==> src/logic/rid_cfg.svh <==
`ifndef RID_CFG_SVH
`define RID_CFG_SVH
// instruction word and field layout
`define RID_IW 12
`define RID_F_LSB 0
`define RID_F_W 5
`define RID_D_POS 5
`define RID_B_LSB 5
`define RID_B_W 3
`define RID_K8_W 8
`define RID_K9_W 9
// pin direction load targets
`define RID_PIN_DIRECTION_LOAD_A 3'h5
`define RID_PIN_DIRECTION_LOAD_B 3'h6
// oscillator periods per instruction cycle, and the pin direction reset value
`define RID_QCOUNT 4
`define RID_Q_LAST 2'h3
`define RID_PIN_DIRECTION_LOAD_RST 8'hff
`endif

==> src/logic/rid_pkg.sv <==
package rid_pkg;
    typedef enum logic [2:0] {
        RID_FMT_BYTE = 3'h1,
        RID_FMT_BIT = 3'h2,
        RID_FMT_LIT = 3'h4
    } rid_fmt_t;
    typedef enum logic [1:0] {
        RID_RUN = 2'h1,
        RID_FLUSH = 2'h2
    } rid_state_t;
endpackage

==> src/logic/rid_phase_div.sv <==
`timescale 1ns/1ps
`include "rid_cfg.svh"
// divides the oscillator clock into four phases and flags the last one
module rid_phase_div (
    // clock and reset
    input wire logic clk_sys,
    input wire logic rst_n,
    // phase outputs
    output logic [1:0] phase,
    output logic cycleEnd
);
    logic [1:0] phase_reg;
    // four oscillator periods make one instruction cycle
    always_ff @(posedge clk_sys) begin
        if (!rst_n) begin
            phase_reg <= 2'h0;
        end else begin
            phase_reg <= phase_reg + 2'h1;
        end
    end
    assign phase = phase_reg;
    assign cycleEnd = (phase_reg == `RID_Q_LAST);
endmodule

==> src/logic/rid_decoder.sv <==
`timescale 1ns/1ps
`include "rid_cfg.svh"
// Functional notes
// - program memory readout is allowed only while code protection is off.
// - each instruction is one 12-bit word of opcode plus operand fields.
// - words are sorted into byte, bit and literal/control formats.
// - byte operations pick one of 32 file registers by a 5-bit field.
// - destination bit 0 sends the result to the accumulator, 1 to the file.
// - bit operations pick a bit of the chosen 8-bit file register.
// - literal operations carry an 8-bit or 9-bit constant.
// - one cycle normally, two when a skip is taken or the pc changes.
// - one instruction cycle is four oscillator periods.
// - pc writes other than the unconditional jump clear pc bit nine.
// - pin direction load with 5 or 6 copies the accumulator to a port.
module rid_decoder
    import rid_pkg::*;
(
    // clock and reset
    clk_sys,
    rst_n,
    // instruction fetch
    instrWord,
    instrValid,
    skipTrue,
    accValue,
    // program memory verification
    codeProtect,
    verifyReq,
    verifyData,
    // decoded fields
    fmt,
    fileSel,
    destFile,
    bitSel,
    literal,
    pcWrite,
    pcBit9Clear,
    cycleStart,
    flushCycle,
    verifyOut,
    verifyValid,
    // port direction latches
    trisA,
    trisB
);
    input wire logic clk_sys;
    input wire logic rst_n;
    input wire logic [`RID_IW-1:0] instrWord;
    input wire logic instrValid;
    input wire logic skipTrue;
    input wire logic [7:0] accValue;
    input wire logic codeProtect;
    input wire logic verifyReq;
    input wire logic [`RID_IW-1:0] verifyData;
    output rid_fmt_t fmt;
    output logic [`RID_F_W-1:0] fileSel;
    output logic destFile;
    output logic [`RID_B_W-1:0] bitSel;
    output logic [`RID_K9_W-1:0] literal;
    output logic pcWrite;
    output logic pcBit9Clear;
    output logic cycleStart;
    output logic flushCycle;
    output logic [`RID_IW-1:0] verifyOut;
    output logic verifyValid;
    output logic [7:0] trisA;
    output logic [7:0] trisB;

    typedef struct packed {
        rid_state_t st;
        rid_fmt_t fmt;
        logic [`RID_F_W-1:0] fsel;
        logic dest;
        logic [`RID_B_W-1:0] bsel;
        logic [`RID_K9_W-1:0] lit;
        logic pcw;
        logic pc9c;
        logic start;
        logic flush;
        logic [`RID_IW-1:0] vout;
        logic vvalid;
        logic [7:0] trA;
        logic [7:0] trB;
    } rid_dec_t;

    rid_dec_t s_reg;
    rid_dec_t s_next;
    logic [1:0] phase;
    logic cycleEnd;

    rid_phase_div u_div (
        .clk_sys(clk_sys),
        .rst_n(rst_n),
        .phase(phase),
        .cycleEnd(cycleEnd)
    );

    // decode at the end of each instruction cycle; phase itself unused here
    always_comb begin
        logic [3:0] top;
        logic isGoto;
        logic isCall;
        logic isRetlw;
        logic pcDest;
        logic condOp;
        top = instrWord[11:8];
        isGoto = (instrWord[11:9] == 3'h5);
        isCall = (top == 4'h9);
        isRetlw = (top == 4'h8);
        // skip ops: bit tests (top 6 and 7) and decrement/increment-and-skip (bits 11:6 of 0b, 0f)
        condOp = (top == 4'h6) || (top == 4'h7)
            || (instrWord[11:6] == 6'h0b) || (instrWord[11:6] == 6'h0f);
        pcDest = 1'b0;
        s_next = s_reg;
        s_next.start = 1'b0;
        s_next.vvalid = 1'b0;
        // readout is blocked when protected; no partial data leaks
        if (verifyReq && !codeProtect) begin
            s_next.vout = verifyData;
            s_next.vvalid = 1'b1;
        end
        if (cycleEnd) begin
            case (s_reg.st)
                RID_FLUSH: begin
                    // second cycle of a branch or taken skip executes a nop
                    s_next.st = RID_RUN;
                    s_next.flush = 1'b0;
                    s_next.pcw = 1'b0;
                    s_next.pc9c = 1'b0;
                end
                default: begin
                    s_next.flush = 1'b0;
                    s_next.pcw = 1'b0;
                    s_next.pc9c = 1'b0;
                    if (instrValid) begin
                        s_next.start = 1'b1;
                        if (top[3:2] == 2'h0) begin
                            s_next.fmt = RID_FMT_BYTE;
                        end else if (top[3:2] == 2'h1) begin
                            s_next.fmt = RID_FMT_BIT;
                        end else begin
                            s_next.fmt = RID_FMT_LIT;
                        end
                        s_next.fsel = instrWord[`RID_F_W-1:0];
                        s_next.dest = instrWord[`RID_D_POS];
                        s_next.bsel = instrWord[`RID_B_LSB +: `RID_B_W];
                        // 9-bit only for the jump, else 8-bit
                        if (isGoto) begin
                            s_next.lit = instrWord[8:0];
                        end else begin
                            s_next.lit = {1'b0, instrWord[7:0]};
                        end
                        if (top[3:2] == 2'h0 && instrWord[5]
                            && instrWord[4:0] == 5'h02) begin
                            pcDest = 1'b1;
                        end
                        // clrf/movwf to pc also write it
                        if (instrWord[11:5] == 7'h03
                            || instrWord[11:5] == 7'h01) begin
                            pcDest = instrWord[4:0] == 5'h02;
                        end
                        if (isGoto || isCall || isRetlw || pcDest) begin
                            s_next.pcw = 1'b1;
                            s_next.pc9c = !isGoto;
                            s_next.st = RID_FLUSH;
                            s_next.flush = 1'b1;
                        end else if (condOp && skipTrue) begin
                            s_next.st = RID_FLUSH;
                            s_next.flush = 1'b1;
                        end
                        // bit 3 must be clear; the target sits in 2:0
                        if (instrWord[11:4] == 8'h00 && !instrWord[3]) begin
                            if (instrWord[2:0] == `RID_PIN_DIRECTION_LOAD_A) begin
                                s_next.trA = accValue;
                            end else if (instrWord[2:0] == `RID_PIN_DIRECTION_LOAD_B) begin
                                s_next.trB = accValue;
                            end
                        end
                        // x bits are never examined above
                    end
                end
            endcase
        end
    end

    always_ff @(posedge clk_sys) begin
        if (!rst_n) begin
            s_reg <= '{st: RID_RUN, fmt: RID_FMT_BYTE, trA: `RID_PIN_DIRECTION_LOAD_RST,
                trB: `RID_PIN_DIRECTION_LOAD_RST, default: '0};
        end else begin
            s_reg <= s_next;
        end
    end

    assign fmt = s_reg.fmt;
    assign fileSel = s_reg.fsel;
    assign destFile = s_reg.dest;
    assign bitSel = s_reg.bsel;
    assign literal = s_reg.lit;
    assign pcWrite = s_reg.pcw;
    assign pcBit9Clear = s_reg.pc9c;
    assign cycleStart = s_reg.start;
    assign flushCycle = s_reg.flush;
    assign verifyOut = s_reg.vout;
    assign verifyValid = s_reg.vvalid;
    assign trisA = s_reg.trA;
    assign trisB = s_reg.trB;
endmodule

==> config.mk <==
export PLATFORM = sky130hd
export DESIGN_NAME = rid_decoder
export DESIGN_NICKNAME = d
export VERILOG_FILES = /design/src/logic/rid_pkg.sv /design/src/logic/rid_phase_div.sv /design/src/logic/rid_decoder.sv
export VERILOG_INCLUDE_DIRS = /design/src /design/src/logic
export SDC_FILE = /design/constraint.sdc
export NUM_CORES = 1
export LEC_CHECK = 0
export ABC_AREA = 1
export BUFFER_PORTS_ARGS = -buffer_cell sky130_fd_sc_hd__clkbuf_2
export CORE_MARGIN = 1.5
export CORE_UTILIZATION = 46
export CTS_BUF_LIST = sky130_fd_sc_hd__clkbuf_4 sky130_fd_sc_hd__clkbuf_8
export CTS_CLUSTER_SIZE = 14
export DETAILED_ROUTE_END_ITERATION = 16
export PLACE_DENSITY = 0.79
export SYNTH_ARGS = -nofsm -noshare
export SYNTH_HDL_FRONTEND = slang
export SYNTH_SLANG_ARGS = --single-unit
export TNS_END_PERCENT = 5
==> constraint.sdc <==
create_clock -name clk_sys -period 1.45 [get_ports clk_sys]
set_input_delay 0.29 -clock clk_sys [delete_from_list [all_inputs] [get_ports clk_sys]]
set_output_delay 0.29 -clock clk_sys [all_outputs]
set_load 0.01 [all_outputs]
==> results.py <==
metrics = {
    "placement": {
        "placed_area_sq_um": 2510,
        "place_hpwl_mm": 3.53,
        "io_buffers": 91,
        "placedCellCount": 396,
        "routabilityCongestion": 0.788,
    },
    "floorplanning": {
        "die_w_um": 74.7,
        "start_util": 0.488,
        "row_count": 25,
        "ioPinCount": 92,
        "core_sq_um": 4850,
        "dieArea_sq_um": 5580,
        "die_h_um": 74.7,
    },
    "worst_setup_path": {
        "ff2ff_path_depth": 8,
        "cp_data_arrival_time_ns": 1.55,
        "path_buf_inv": 2,
        "startpoint_type": "flop",
        "required_ns": 1.69,
        "rrSetupSlack_ns": 0.13,
        "crit_type": "reg2reg",
        "critPathMaxFanout": 7,
        "worst_r2r_endpoint": "trisA[3]",
        "cpLargestDelayFamily": "simple AND/OR/NAND/NOR gates",
        "endpoint_kind": "flop",
        "r2r_start": "u_div.phase[0]",
        "cp_cell_sequence": "ha_2 -> nand2_1 -> clkinv_2 -> nand2_8 -> nor2_8 -> buf_4 -> nand4_1 -> nand3_1",
        "slowest_delay_ns": 0.34,
        "crit_path_top_delay_cell": "dfxtp_2",
    },
    "worst_hold_path": {
        "min_path_cells": 3,
        "worstHoldPathType": "in2reg",
        "hold_end": "verifyOut[8]",
        "holdCritStartpoint": "verifyData[8]",
    },
    "drt": {
        "drc": 0,
        "ant_nets": 0,
        "drt-vias-per-instance": 4.71,
        "wire_per_inst_um": 11.2,
        "drtIter0Drc": 85,
        "wl_mm": 4.58,
        "dr.pass1.iters": 4,
        "vias": 1925,
    },
    "cts": {
        "clk_pin_slew_ns": 0.08,
        "cts_root_buffer": "clkbuf_8",
        "tritoncts": "built",
        "cts_buffers": 5,
        "clock-sinks": 49,
        "insertion_delay_ns": 0.29,
        "cts_max_path_buffers": 2,
        "cts_hold_buf": 0,
        "htreeDepth": 2,
    },
    "pwr": {
        "p_per_area_nw_per_um2": 1000,
        "power_leakage_nw": 1.42,
        "max-vdd-ir-drop_mv": 0.664,
    },
    "layout": {
        "largest_reg_flops": 12,
        "stdcell_area_sq_um": 2680,
        "final_nets": 380,
        "syn_to_final_growth_pct": 13.3,
        "post_route_cells_drive_above_1_share": 0.395,
        "fin_cells": 409,
        "num_antenna_cells": 0,
    },
    "sta": {
        "period_share": 0.908,
        "setup_viol": 0,
        "finalHoldViolCount": 0,
        "period_needed_ns": 1.32,
        "worst_hold_slack_ns": 0.216,
        "fin_skew_ns": 0.00318,
        "setup_tns_ns": 0,
        "slew_viol_final": 0,
        "worst_pin_slew_ns": 0.392,
        "relSlewSlack": 0.739,
        "max_freq_mhz": 759,
        "rsz0062_at_grt": "false",
    },
    "logic_synthesis": {
        "yosys_warnings": 0,
        "syn_area_sq_um": 2360,
        "ys_top_cells_by_area": "dfxtp_1 (41%), buf_4 (15%), nand2_1 (6.2%)",
        "yosysSeqAreaShare": 0.415,
        "syn-num-nets": 330,
        "synth_top_area_frac": 0.415,
        "synth_seq_cells": 49,
        "ys_types": 25,
        "avgSynthCellArea_sq_um": 8.13,
        "synth_cells": 291,
        "yosysTopAreaCell": "dfxtp_1",
    },
    "global_route": {
        "grt_overflow": 0,
        "grt_pass1_vias": 1703,
        "grt_start_max_net_pins": 19,
        "grt.total_usage": 0.168,
        "antenna_found_initial": 0,
        "grt_pass1_wl_mm": 7.34,
    },
    "job": {
        "cap_violations": 0,
    },
    "status": {
        "status": "finished, final reports clean",
    },
}
## cell families (layout without fill, tap and decap cells)
logic type | count (synthesis) | count (layout) | synth area share
simple gates | 134 | 134 | 0.299
buf+inv | 77 | 128 | 0.213
flops | 49 | 49 | 0.415
compound gates | 30 | 30 | 0.0683
fa+ha+maj | 1 | 1 | 0.00529
## synth_stat cells
cell type,instances
o21ai_2,1
dlygate4sd1_1,1
buf_6,2
nor2_2,2
inv_1,14
nor2_8,3
clkinv_2,2
nand2_4,2
dfxtp_1,49
clkbuf_1,5
a211oi_2,1
nand4_1,16
inv_2,4
nand2_2,4
o21ai_0,20
nand3_4,2
nor2_1,39
nand2_1,39
a21oi_1,8
buf_4,48
nand3_1,23
nor2_4,3
nand3_2,1
ha_1,1
buf_8,1
## power breakdown
part	leakage, nW	switching, mW	internal [mW]
Sequential	0.399	0.0215	1.39
Combinational	0.956	0.164	0.110
Clock	0.0619	0.421	0.581
Total	1.42	0.607	2.08
## final cells by class
cell class	count	area [sq um]
fill	476	2170
clock inverter	1	30.0
multi-input combinational	165	892
tap	67	83.8
clock buffer	7	90.1
timing repair buffer	100	523
sequential	49	982
inverter	20	77.6
## placed cells by master, fill, tap and decap left out
master	count
a211oi_2	1
a21oi_1	8
buf_4	9
bufinv_16	1
clkbuf_2	91
clkbuf_4	1
clkbuf_8	6
clkinv_2	2
dfxtp_1	48
dfxtp_2	1
ha_2	1
inv_1	14
inv_2	4
nand2_1	39
nand2_2	4
nand2_4	1
nand2_8	1
nand3_1	23
nand3_2	1
nand3_4	2
nand4_1	16
nor2_1	39
nor2_2	2
nor2_4	3
nor2_8	3
o21ai_0	20
o21ai_2	1
## worst register-to-register path: stages, from the launching register on
cell and delay [ns]:
dfxtp_2 0.34, ha_2 0.18, nand2_1 0.06, clkinv_2 0.09, nand2_8 0.09, nor2_8 0.17
buf_4 0.14, nand4_1 0.09, nand3_1 0.11
## layer usage
layer | track usage | vias up | wire length (um)
met1 | 0.214 | 850 | 2040
li1 | - | 995 | -
met5 | 0 | - | 0
met2 | 0.282 | 75 | 2190
met4 | 0.0465 | 0 | 29
met3 | 0.0469 | 5 | 323
## worst max path at each step
stage | start | endpoint | cells past startpoint
floorplan | u_div.phase[0] | literal[8] | 8
global placement | u_div.phase[0] | trisB[6] | 8
detailed placement | u_div.phase[0] | trisB[5] | 8
CTS | u_div.phase[0] | trisB[5] | 8
global route | u_div.phase[0] | trisA[7] | 8
finish | u_div.phase[0] | trisA[3] | 8
## timing repair
action	in CTS	in global routing
setup buffers	0	5
resized for setup	0	3
endpoints found under the setup margin	0	19
## metrics by stage
step / power, mW / setup WS, ns / util
after CTS: 2.71 / 0.0711 / 0.542
after global placement: 1.70 / 0.132 / 0.517
after detailed placement: 1.71 / 0.0936 / 0.517
after floorplan: 1.63 / 0.195 / -
final: 2.68 / 0.133 / 0.553
after global routing: 2.81 / 0.00900 / 0.553
(Power assumes the default switching activity.)
